## config.mk

```make
export PLATFORM = sky130hd
export DESIGN_NAME = uef_dev_flat
export DESIGN_NICKNAME = d
export VERILOG_FILES = /design/src/common/uef_pkg.sv /design/src/common/uef_link_if.sv /design/src/core/uef_dev.sv /design/src/flat_wrapper.sv
export SDC_FILE = /design/constraint.sdc
export NUM_CORES = 1
export LEC_CHECK = 0
export BUFFER_PORTS_ARGS = -buffer_cell sky130_fd_sc_hd__buf_2
export CAP_MARGIN = 20
export CORE_ASPECT_RATIO = 2
export CORE_MARGIN = 2
export CORE_UTILIZATION = 58
export DETAILED_ROUTE_END_ITERATION = 6
export PLACE_DENSITY = 0.8
export SYNTH_ARGS = -nofsm -noshare
export SYNTH_HDL_FRONTEND = slang
export SYNTH_SLANG_ARGS = --single-unit
export TNS_END_PERCENT = 100
```

## constraint.sdc

```tcl
create_clock -name hclk -period 2.5 [get_ports hclk]
set_input_delay 0.25 -clock hclk [delete_from_list [all_inputs] [get_ports hclk]]
set_output_delay 0.25 -clock hclk [all_outputs]
set_load 0.005 [all_outputs]
```

## src/common/uef_pkg.sv

```systemverilog
/*
 Shared constants for the endpoint FIFO status, clear and DMA block:
 link register indices, bit positions, masks, reset values, host map.
 Assumes both ends and the bench import it whole.
*/
package uef_pkg;
    // ------------------------------------------------------------
    // link register indices
    // ------------------------------------------------------------
    localparam int AW = 3;
    localparam int DW = 8;
    localparam int CW = 7;
    localparam logic [AW-1:0] IDX_STATUS = 3'h0;
    localparam logic [AW-1:0] IDX_CLEAR = 3'h1;
    localparam logic [AW-1:0] IDX_DMA = 3'h2;
    localparam logic [AW-1:0] IDX_TRIG = 3'h3;
    localparam logic [AW-1:0] IDX_EP2_DATA = 3'h4;
    localparam logic [AW-1:0] IDX_EP0I_DATA = 3'h5;
    localparam logic [AW-1:0] IDX_EP3_DATA = 3'h6;
    localparam logic [AW-1:0] IDX_EP1_DATA = 3'h7;
    // ------------------------------------------------------------
    // field positions and masks
    // ------------------------------------------------------------
    localparam int ST_EP3 = 5;
    localparam int ST_EP2 = 4;
    localparam int ST_EP0I = 0;
    localparam int CLR_EP3 = 6;
    localparam int CLR_EP1 = 5;
    localparam int CLR_EP2 = 4;
    localparam int CLR_EP0O = 1;
    localparam int CLR_EP0I = 0;
    localparam int DMA_EP2 = 1;
    localparam int DMA_EP1 = 0;
    localparam int TRG_EP3 = 6;
    localparam int TRG_EP1_DONE = 5;
    localparam int TRG_EP2 = 4;
    localparam int TRG_EP0O_DONE = 1;
    localparam int TRG_EP0I = 0;
    localparam logic [DW-1:0] CLEAR_MASK = 8'h73;
    localparam logic [DW-1:0] DMA_MASK = 8'h03;
    localparam logic [DW-1:0] TRIG_MASK = 8'h73;
    localparam logic [DW-1:0] STATUS_RST = 8'h00;
    localparam logic [DW-1:0] DMA_RST = 8'h00;
    localparam logic [CW-1:0] EP2_PKT = 7'h40;
    localparam logic [CW-1:0] EP3_DEPTH = 7'h08;
    localparam logic [CW-1:0] EP0I_DEPTH = 7'h08;
    // ------------------------------------------------------------
    // host map (byte addresses)
    // ------------------------------------------------------------
    localparam logic [7:0] CT_DEV_TOP = 8'h1c;
    localparam logic [7:0] CT_DMA2_CNT = 8'h20;
    localparam logic [7:0] CT_DMA1_CNT = 8'h24;
    localparam logic [7:0] CT_DMA_STAT = 8'h28;
    localparam logic [1:0] HTRANS_NONSEQ = 2'h2;
endpackage

```

## src/common/uef_link_if.sv

```systemverilog
/*
 Link between the host controller and the endpoint FIFO logic.
 Assumes both ends share hclk and hresetn.
*/
`timescale 1ns/1ps
interface uef_link_if (
    input wire logic hclk,
    input wire logic hresetn
);
    import uef_pkg::*;
    logic [AW-1:0] reg_addr;
    logic [DW-1:0] reg_wdata;
    logic reg_wr;
    logic reg_rd;
    logic dma_cyc;
    logic [DW-1:0] reg_rdata;
    logic [1:0] dma_req;
    modport dev (
        input hclk, hresetn, reg_addr, reg_wdata, reg_wr, reg_rd, dma_cyc,
        output reg_rdata, dma_req
    );
    modport ctl (
        input hclk, hresetn, reg_rdata, dma_req,
        output reg_addr, reg_wdata, reg_wr, reg_rd, dma_cyc
    );
endinterface

```

## src/core/uef_dev.sv

```systemverilog
/*
 Endpoint FIFO control: data-present status, FIFO clear, DMA setting,
 packet triggers and byte counts of each endpoint FIFO (no storage).
 Assumes link accesses and USB-side events arrive on hclk.
*/
// Our own choices: the register addresses and the AHB-Lite slave port.
`timescale 1ns/1ps
module uef_dev (
    uef_link_if.dev lk,
    input wire logic ep0i_sent,
    input wire logic ep2_sent,
    input wire logic ep3_sent,
    input wire logic ep1_rx_load,
    input wire logic ep0o_rx_load,
    input wire logic [uef_pkg::CW-1:0] rx_len,
    output logic ep1_rx_space,
    output logic ep0o_rx_space,
    output logic [uef_pkg::DW-1:0] flush_pulse
);
    import uef_pkg::*;

    // ------------------------------------------------------------
    // link decode
    // ------------------------------------------------------------
    logic [DW-1:0] dma_reg;
    logic [DW-1:0] clr;
    logic [DW-1:0] trg;
    logic [DW-1:0] status;
    logic [DW-1:0] rdata;
    logic [CW-1:0] sb_cnt [2];
    logic sb_full [2];
    logic [CW-1:0] e2_cnt [2];
    logic e2_full [2];
    logic e2_wsel;
    logic e2_rsel;
    logic [CW-1:0] r1_cnt [2];
    logic r1_full [2];
    logic r1_wsel;
    logic r1_rsel;
    logic [CW-1:0] o0_cnt;
    logic o0_full;
    logic e2_space;
    logic e2_wr;
    logic e2_auto;
    logic e2_commit;
    logic r1_rd;
    logic r1_done;
    logic [DW-1:0] flush_reg;

    function automatic logic wr_at(input logic [AW-1:0] idx);
        return lk.reg_wr && lk.reg_addr == idx;
    endfunction

    // write-one strobes live for the carrying write only
    assign clr = wr_at(IDX_CLEAR) ? (lk.reg_wdata & CLEAR_MASK) : 8'h00;
    assign trg = wr_at(IDX_TRIG) ? (lk.reg_wdata & TRIG_MASK) : 8'h00;

    // ------------------------------------------------------------
    // DMA setting
    // ------------------------------------------------------------
    // no interrupt gating hangs off these bits
    always_ff @(posedge lk.hclk or negedge lk.hresetn) begin
        if (!lk.hresetn) begin
            dma_reg <= DMA_RST;
        end else if (wr_at(IDX_DMA)) begin
            dma_reg <= lk.reg_wdata & DMA_MASK;
        end
    end

    // ------------------------------------------------------------
    // endpoint 0 tx (slot 0) and endpoint 3 tx (slot 1)
    // ------------------------------------------------------------
    always_ff @(posedge lk.hclk or negedge lk.hresetn) begin
        if (!lk.hresetn) begin
            for (int j = 0; j < 2; j++) begin
                sb_cnt[j] <= 7'h00;
                sb_full[j] <= 1'b0;
            end
        end else begin
            for (int j = 0; j < 2; j++) begin
                logic fl;
                logic wr;
                logic cm;
                logic sn;
                logic [CW-1:0] dep;
                fl = (j == 0) ? clr[CLR_EP0I] : clr[CLR_EP3];
                wr = (j == 0) ? wr_at(IDX_EP0I_DATA) : wr_at(IDX_EP3_DATA);
                cm = (j == 0) ? trg[TRG_EP0I] : trg[TRG_EP3];
                sn = (j == 0) ? ep0i_sent : ep3_sent;
                dep = (j == 0) ? EP0I_DEPTH : EP3_DEPTH;
                if (fl) begin
                    sb_cnt[j] <= 7'h00;
                    sb_full[j] <= 1'b0;
                end else begin
                    if (sn) begin
                        sb_full[j] <= 1'b0;
                        sb_cnt[j] <= 7'h00;
                    end else if (wr && !sb_full[j] && sb_cnt[j] < dep) begin
                        sb_cnt[j] <= sb_cnt[j] + 7'h01;
                    end
                    // commit after the sent clear: a set wins
                    if (cm && sb_cnt[j] != 7'h00) begin
                        sb_full[j] <= 1'b1;
                    end
                end
            end
        end
    end

    // ------------------------------------------------------------
    // endpoint 2 tx, double buffered
    // ------------------------------------------------------------
    assign e2_space = !e2_full[e2_wsel] && e2_cnt[e2_wsel] < EP2_PKT;
    assign e2_wr = wr_at(IDX_EP2_DATA) && e2_space;
    assign e2_auto = e2_wr && dma_reg[DMA_EP2] && lk.dma_cyc
        && e2_cnt[e2_wsel] == EP2_PKT - 7'h01;
    // short packets wait for the software trigger
    assign e2_commit = e2_auto || (trg[TRG_EP2] && !e2_full[e2_wsel]
        && e2_cnt[e2_wsel] != 7'h00);

    always_ff @(posedge lk.hclk or negedge lk.hresetn) begin
        if (!lk.hresetn) begin
            e2_cnt[0] <= 7'h00;
            e2_cnt[1] <= 7'h00;
            e2_full[0] <= 1'b0;
            e2_full[1] <= 1'b0;
            e2_wsel <= 1'b0;
            e2_rsel <= 1'b0;
        end else if (clr[CLR_EP2]) begin
            e2_cnt[0] <= 7'h00;
            e2_cnt[1] <= 7'h00;
            e2_full[0] <= 1'b0;
            e2_full[1] <= 1'b0;
            e2_wsel <= 1'b0;
            e2_rsel <= 1'b0;
        end else begin
            // host drains rsel, writers fill wsel; a full half never
            // takes both, so the two never collide
            if (ep2_sent && e2_full[e2_rsel]) begin
                e2_full[e2_rsel] <= 1'b0;
                e2_cnt[e2_rsel] <= 7'h00;
                e2_rsel <= !e2_rsel;
            end
            if (e2_wr) begin
                e2_cnt[e2_wsel] <= e2_cnt[e2_wsel] + 7'h01;
            end
            if (e2_commit) begin
                e2_full[e2_wsel] <= 1'b1;
                e2_wsel <= !e2_wsel;
            end
        end
    end

    // ------------------------------------------------------------
    // endpoint 1 rx, double buffered
    // ------------------------------------------------------------
    assign r1_rd = lk.reg_rd && lk.reg_addr == IDX_EP1_DATA
        && r1_full[r1_rsel] && r1_cnt[r1_rsel] != 7'h00;
    assign r1_done = (trg[TRG_EP1_DONE] && r1_full[r1_rsel])
        || (r1_rd && lk.dma_cyc && dma_reg[DMA_EP1]
        && r1_cnt[r1_rsel] == 7'h01);

    always_ff @(posedge lk.hclk or negedge lk.hresetn) begin
        if (!lk.hresetn) begin
            r1_cnt[0] <= 7'h00;
            r1_cnt[1] <= 7'h00;
            r1_full[0] <= 1'b0;
            r1_full[1] <= 1'b0;
            r1_wsel <= 1'b0;
            r1_rsel <= 1'b0;
        end else if (clr[CLR_EP1]) begin
            r1_cnt[0] <= 7'h00;
            r1_cnt[1] <= 7'h00;
            r1_full[0] <= 1'b0;
            r1_full[1] <= 1'b0;
            r1_wsel <= 1'b0;
            r1_rsel <= 1'b0;
        end else begin
            if (ep1_rx_load && !r1_full[r1_wsel]) begin
                r1_cnt[r1_wsel] <= rx_len;
                r1_full[r1_wsel] <= 1'b1;
                r1_wsel <= !r1_wsel;
            end
            if (r1_done) begin
                r1_cnt[r1_rsel] <= 7'h00;
                r1_full[r1_rsel] <= 1'b0;
                r1_rsel <= !r1_rsel;
            end else if (r1_rd) begin
                r1_cnt[r1_rsel] <= r1_cnt[r1_rsel] - 7'h01;
            end
        end
    end

    // ------------------------------------------------------------
    // endpoint 0 rx
    // ------------------------------------------------------------
    always_ff @(posedge lk.hclk or negedge lk.hresetn) begin
        if (!lk.hresetn) begin
            o0_cnt <= 7'h00;
            o0_full <= 1'b0;
        end else if (clr[CLR_EP0O] || trg[TRG_EP0O_DONE]) begin
            o0_cnt <= 7'h00;
            o0_full <= 1'b0;
        end else if (ep0o_rx_load && !o0_full) begin
            o0_cnt <= rx_len;
            o0_full <= 1'b1;
        end
    end

    // ------------------------------------------------------------
    // flush strobes to the USB engine
    // ------------------------------------------------------------
    // interrupt flags sit outside and see no flush at all
    always_ff @(posedge lk.hclk or negedge lk.hresetn) begin
        if (!lk.hresetn) begin
            flush_reg <= 8'h00;
        end else begin
            flush_reg <= clr;
        end
    end

    // ------------------------------------------------------------
    // status and read mux
    // ------------------------------------------------------------
    always_comb begin
        status = STATUS_RST;
        status[ST_EP3] = sb_full[1];
        status[ST_EP2] = e2_full[0] || e2_full[1];
        status[ST_EP0I] = sb_full[0];
    end

    always_comb begin
        case (lk.reg_addr)
            IDX_STATUS: rdata = status;
            IDX_DMA: rdata = dma_reg;
            // stand-in byte: bytes left in the read half
            IDX_EP1_DATA: rdata = {1'b0, r1_cnt[r1_rsel]};
            default: rdata = 8'h00;
        endcase
    end

    assign lk.reg_rdata = rdata;
    assign lk.dma_req[0] = dma_reg[DMA_EP1] && r1_full[r1_rsel]
        && r1_cnt[r1_rsel] != 7'h00;
    assign lk.dma_req[1] = dma_reg[DMA_EP2] && e2_space;
    assign ep1_rx_space = !r1_full[r1_wsel];
    assign ep0o_rx_space = !o0_full;
    assign flush_pulse = flush_reg;
endmodule

```

## src/flat_wrapper.sv

```systemverilog
// flat-port wrapper written by rule: the top's interface ports become plain ports
module uef_dev_flat import uef_pkg::*;
  (ep0i_sent, ep2_sent, ep3_sent, ep1_rx_load, ep0o_rx_load, rx_len, ep1_rx_space, ep0o_rx_space, flush_pulse, hclk, hresetn, lk_reg_addr, lk_reg_wdata, lk_reg_wr, lk_reg_rd, lk_dma_cyc, lk_reg_rdata, lk_dma_req);
  uef_link_if lk_i (.hclk(hclk), .hresetn(hresetn));
  input wire logic ep0i_sent;
  input wire logic ep2_sent;
  input wire logic ep3_sent;
  input wire logic ep1_rx_load;
  input wire logic ep0o_rx_load;
  input wire logic [uef_pkg::CW-1:0] rx_len;
  output logic ep1_rx_space;
  output logic ep0o_rx_space;
  output logic [uef_pkg::DW-1:0] flush_pulse;
  input wire logic hclk;
  input wire logic hresetn;
  input wire logic [$bits(lk_i.reg_addr)-1:0] lk_reg_addr;
  input wire logic [$bits(lk_i.reg_wdata)-1:0] lk_reg_wdata;
  input wire logic [$bits(lk_i.reg_wr)-1:0] lk_reg_wr;
  input wire logic [$bits(lk_i.reg_rd)-1:0] lk_reg_rd;
  input wire logic [$bits(lk_i.dma_cyc)-1:0] lk_dma_cyc;
  output wire logic [$bits(lk_i.reg_rdata)-1:0] lk_reg_rdata;
  output wire logic [$bits(lk_i.dma_req)-1:0] lk_dma_req;
  assign lk_i.reg_addr = lk_reg_addr;
  assign lk_i.reg_wdata = lk_reg_wdata;
  assign lk_i.reg_wr = lk_reg_wr;
  assign lk_i.reg_rd = lk_reg_rd;
  assign lk_i.dma_cyc = lk_dma_cyc;
  assign lk_reg_rdata = lk_i.reg_rdata;
  assign lk_dma_req = lk_i.dma_req;
  uef_dev u_core (.lk(lk_i), .ep0i_sent(ep0i_sent), .ep2_sent(ep2_sent), .ep3_sent(ep3_sent), .ep1_rx_load(ep1_rx_load), .ep0o_rx_load(ep0o_rx_load), .rx_len(rx_len), .ep1_rx_space(ep1_rx_space), .ep0o_rx_space(ep0o_rx_space), .flush_pulse(flush_pulse));
endmodule
```

==> metrics, run 1 <==
max-slew violations 0; crit path time final 2370 ps; via/cell ratio around 6.2; worst skew pair latency 340 ps; count of flip-flops with a built-in enable after synthesis 0; ant diodes 0; Area growth syn-to-layout 17.7%; vias in the first global route slightly below 3000; unrepaired setup endpoints after global routing false; CTS tree built; Lkg Pwr between 0.0015 and 0.002 uW; Cell Pwr Density between 1000 and 1500 nW/um2; Power, Total 4140 uW; Site Rows 40; IO buf count 40; Initial Utilization between 50% and 60%; global route overflow 0; Rel. slew slack roughly 54%; Place WS around 250 ps; die height approximately 110 um; status finished with violations; Post-synth ARST share between 90% and 100%; mapped cell area between 3000 and 4000 um2; # H-tree levels 3; root buffer cell clkbuf_16; DRT antenna net count 0; top post-synthesis cells by count 60 x dfrtp_1, 40 x nor2_1, 24 x mux2i_1, 24 x o21ai_0, 22 x nand2_1; final setup vio count 0; buffer count from post-CTS setup fixing 0; Final nets 442; ratio of cells with drive above 1 in the final layout between 20% and 30%; crit-path cells buf_4 > nor3_1 > a2bb2oi_4 > nand2_1 > and3_1 > buf_2; slowest CP cell dfrtp_1; gate count of the mapped netlist roughly 360; Syn. warnings 0; DRT Pass-1 Iters 7; final setup margin roughly 130 ps; initial antenna violation count 0; clk_skew roughly 6.5 ps; DP Wirelength just over 6 mm; total negative setup slack 0 ps; critical path arrival about 2100 ps; top cell type's share of synthesized area ~43%; Worst setup EP type output pin; Final Hold Violating Endpoints 0; WP data required approximately 2300 ps; first-pass GRT wire length ~14 mm; Synth Flop Type dfrtp_1; wire per inst around 18 um; final WL approximately 8.5 mm; Iter 0 DRT Violations ~280; DIE AREA approximately 6700 um2; Distinct cells, synth between 60 and 70; Setup crit start kind register; Residual DRC 5; area of the multi-input gates between 1500 and 2000 um2; fmax between 0.4 and 0.5 GHz; cell taking the most area after synthesis dfrtp_1; MaxCap Viol Count 0; RD Place Congestion ~0.93; fin crit share 94.6%; die width a little under 60 um; sequential fraction of the synthesis area between 40% and 50%; core area roughly 6000 um2; largest registers u_core.e2_cnt: 14 flops, u_core.r1_cnt: 14 flops, u_core.sb_cnt: 14 flops; FF/Latch Area between 1500 and 2000 um2; crit-path max cell delay just over 500 ps; Tot GR Track Use about 28%; worst-case clock buffer depth 2; critical path buffer and inverter count 2; top cells by area, synth dfrtp_1 43%, mux2i_1 6.9%, nor2_1 4.3%; Clock transition at path regs around 50 ps; Yosys reg bits 60; largest delay contributor family on the critical path simple AND/OR/NAND/NOR gates; clock sink count 60; Crit Path Class register to output pin; synthesized area per cell just under 10 um2; worst vdd ir roughly 0.77 mV; FILL cells 438; Least-Margin Pin Slew a little under 700 ps; type of the most critical hold path input port to register; Top Ports 48; worst-path fanout max 9; most frequent cell after synthesis dfrtp_1; largest net degree at the start of global routing 30; Num CTS Buffers 9; vias around 2900; violated checks DRC
## worst register-to-register path, cell delays in order (launching register included)
cell     delay, ps
dfrtp_1        440
mux2i_1        360
ha_1           220
or4b_1         440
nor4_1         170
a31oi_1         70
a32o_1         260
a32o_1         230
## area by class of cell
type                       count  share of cell area, %
tap                           63                   1.91
sequential                    60                   36.4
inverter                      13                   1.18
multi-input combinational    269                   45.1
timing repair buffer          52                   7.10
clock inverter                 7                   2.79
clock buffer                   9                   5.46
## routing by layer
| metal | up-vias | track usage, % | wire [um] |
|---|---|---|---|
| li1 | 1379 | - | - |
| met1 | 1453 | 35.1 | 3540 |
| met2 | 89 | 44.5 | 4340 |
| met3 | 17 | 6.01 | 355 |
| met4 | 0 | 13.2 | 220 |
| met5 | - | 0 | 0 |
## cell usage in the layout, fill, tap and decap left out, drive strengths merged, types with 4 or more instances in the layout
| master | n |
|---|---|
| o22ai | 9 |
| buf | 51 |
| nor4 | 4 |
| dfrtp | 60 |
| nand2b | 6 |
| xor2 | 5 |
| a32o | 5 |
| a41oi | 4 |
| mux2 | 9 |
| nand2 | 23 |
| and2 | 13 |
| nor2 | 40 |
| a21oi | 21 |
| nand3 | 10 |
| ha | 9 |
| nor3b | 4 |
| clkbuf | 9 |
| conb | 4 |
| o21ai | 24 |
| inv | 13 |
| mux2i | 24 |
| nor3 | 8 |
## path summary, 6_finish.rpt
path / start / end / slack [ps] / cells after the start
hold reg to reg: u_core.sb_cnt[6] / u_core.sb_cnt[6] / 490 / 1
hold / removal: lk_reg_wdata[1] / u_core.flush_pulse[1] / 170 / 2
max in group asynchronous: hresetn / u_core.r1_cnt[10] / 1300 / 3
min in group asynchronous: hresetn / u_core.e2_cnt[5] / 500 / 2
setup / recovery: u_core.r1_rsel / lk_dma_req[0] / 130 / 6
setup reg to reg: u_core.e2_wsel / u_core.e2_full[1] / 200 / 7
## where the power goes
group / internal [uW] / leakage, uW / total, uW / switching, uW
clock network: 968 / 0.000161 / 1410 / 440
registers: 1160 / 0.000793 / 1370 / 212
logic: 623 / 0.000986 / 1360 / 736
## per-stage QoR
step	util, %	hold slack (ps)	instances	instance area [um2]
after floorplan	-	-45.6	358	3510
after global placement	63.9	296	456	3770
after detailed placement	63.9	311	456	3770
after CTS	69.8	154	473	4120
after global routing	69.8	166	473	4120
final	69.8	166	473	4120
## cells by family (layout without fill, tap and decap cells)
family | Yosys count | after routing | synth area share [%]
fa+ha+maj | 9 | 9 | 3.22
buf+inv | 29 | 81 | 4.36
flops | 60 | 60 | 42.9
simple gates | 137 | 137 | 23.0
other cells | 1 | 4 | 0.107
xor+xnor | 8 | 8 | 2.00
mux | 33 | 33 | 9.75
compound gates | 78 | 78 | 14.7
## what timing repair did
| item | 4_1_cts | 5_1_grt |
|---|---|---|
| hold endpoints to repair | 27 | 0 |
| hold buffers | 1 | 0 |
| resized for setup | 0 | 0 |
Power figures use the tool's default switching activity.
==> run 2: changes to the inputs <==
CTS_CLUSTER_DIAMETER = 80   (was not set)
RECOVER_POWER = 50   (was not set)
==> metrics, run 2 (synthesis results as in run 1) <==
most frequent cells in the layout 60 x dfrtp_1, 40 x nor2_1, 35 x buf_2; commonest non-fill, non-tap cell in the layout dfrtp_1; Hold Path Origin lk_reg_wdata[1]; root buffer cell clkbuf_16; unrepaired setup endpoints after global routing false; clock sink count 60; worst-case clock buffer depth 2; slowest CP cell dfrtp_1; global route overflow 0; hold depth 2; fmax 0.426 GHz; Site Rows 40; DIE AREA around 6700 um2; fin crit share 94.0%; sw frac 33.4%; crit-path max cell delay 500 ps; Hold WS around 170 ps; total negative setup slack 0 ps; Final Hold Violating Endpoints 0; Iter 0 DRT Violations 279; RD Place Congestion slightly above 0.9; clk_skew 7.31 ps; Switching Power roughly 1400 uW; die height 114 um; Lkg Pwr ~0.0019 uW; Setup crit start kind register; violated checks DRC, capacitance limit, slew limit; Worst Hold Path EP u_core.flush_pulse[1]; Reg2Reg Setup Slack ~210 ps; critical path arrival 2100 ps; Place WS 254 ps; DRT Pass-1 Iters 7; Power, Total just over 4000 uW; ant diodes 0; final setup vio count 0; Reg power frac between 30% and 40%; via/cell ratio ~6.2; DP Wirelength 6.07 mm; final WL about 8.5 mm; wire per inst between 15 and 20 um; reg2reg path depth 7; RR Endpoint u_core.e2_full[1]; Rel. slew slack -7.99%; vias 2918; final setup margin 151 ps; Crit Path Class register to output pin; launching point of the worst reg2reg path u_core.e2_wsel; IO buf count 40; Area growth syn-to-layout 17.0%; CTS resizes 0; MaxCap Viol Count 1; Top Ports 48; vias in the first global route approximately 2900; initial antenna violation count 0; Final nets 442; type of the most critical hold path input port to register; first-pass GRT wire length ~14 mm; worst vdd ir 0.766 mV; Int Power 2750 uW; WP data required 2250 ps; worst skew pair latency approximately 330 ps; crit path time final 2350 ps; Cell Pwr Density 1010 nW/um2; core area 5910 um2; status finished with violations; FF/Latch Area roughly 1500 um2; worst-path fanout max 9; largest net degree at the start of global routing 30; Num CTS Buffers 9; Clock transition at path regs about 50 ps; CTS tree built; area of the multi-input gates 1840 um2; FILL cells 445; crit-path cells buf_4 > nor3_1 > a2bb2oi_4 > nand2_1 > and3_1 > buf_2; Least-Margin Pin Slew 1620 ps; Tot GR Track Use between 20% and 30%; DRT antenna net count 0; die width 58.9 um; largest registers u_core.e2_cnt: 14 flops, u_core.r1_cnt: 14 flops, u_core.sb_cnt: 14 flops; max-slew violations 30; Worst setup EP type output pin; Initial Utilization between 50% and 60%; clock share of power about a third; Residual DRC 5; ratio of cells with drive above 1 in the final layout between 20% and 30%; # H-tree levels 3; Logic pwr share roughly a third
-- run 2: cell count changes in the layout (fill, tap and decap cells not counted), sizes merged --
cell    before  now
clkbuf       9   15
buf         51   45
-- run 2: layout make-up --
type / instances / share of cell area, %
clock buffers: 9 / 5.50
clock inverters: 7 / 2.81
inverters: 13 / 1.19
multi-input cells: 269 / 45.0
flip-flops and latches: 60 / 36.6
well taps: 63 / 1.92
repair buffers: 52 / 6.93
-- run 2: worst max path at each step --
stage,end,cells after the start,start,slack (ps)
after floorplan,u_core.r1_cnt[9],9,u_core.r1_rsel,390
after global placement,u_core.e2_full[0],7,u_core.e2_wsel,280
after detailed placement,u_core.e2_full[1],7,u_core.e2_wsel,250
after CTS,lk_dma_req[0],6,u_core.r1_rsel,160
after global routing,u_core.e2_full[1],7,u_core.e2_wsel,50
final,lk_dma_req[0],6,u_core.r1_rsel,150
-- run 2: metal layers --
layer	track usage [%]	share of wire, %	vias up
met5	0	0	-
met4	13.2	2.1	0
met3	6.01	4.4	12
met2	44.5	52	83
met1	35.1	41	1448
li1	-	-	1375
-- run 2: critical path, delay by kind of cell, from the launching register on --
family / cells / cell delay, ps
AO/OA/AOI/OAI: 1 / 240
buffers and inverters: 2 / 350
flip-flops: 1 / 500
AND/OR/NAND/NOR: 3 / 680
-- run 2: through the flow --
stage,area (um2),cells,util [%]
2_1_floorplan,3510,358,-
6_report,4100,473,69.4
4_1_cts,4120,473,69.8
3_5_place_dp,3770,456,63.9
5_1_grt,4100,473,69.4
3_3_place_gp,3770,456,63.9
-- run 2: power groups by stage --
stage	combinational (uW)	clock, uW	sequential, uW
finish	1350	1400	1370
global route	1480	1480	1390
CTS	1340	1430	1360
detailed placement	1330	0	1380
global placement	1260	0	1360
floorplan	1030	0	1300
-- run 2: repair_timing --
item                       CTS  global route
setup buffers                0             0
hold buffers                 1             0
setup endpoints to repair    0             0
hold endpoints to repair    27             0
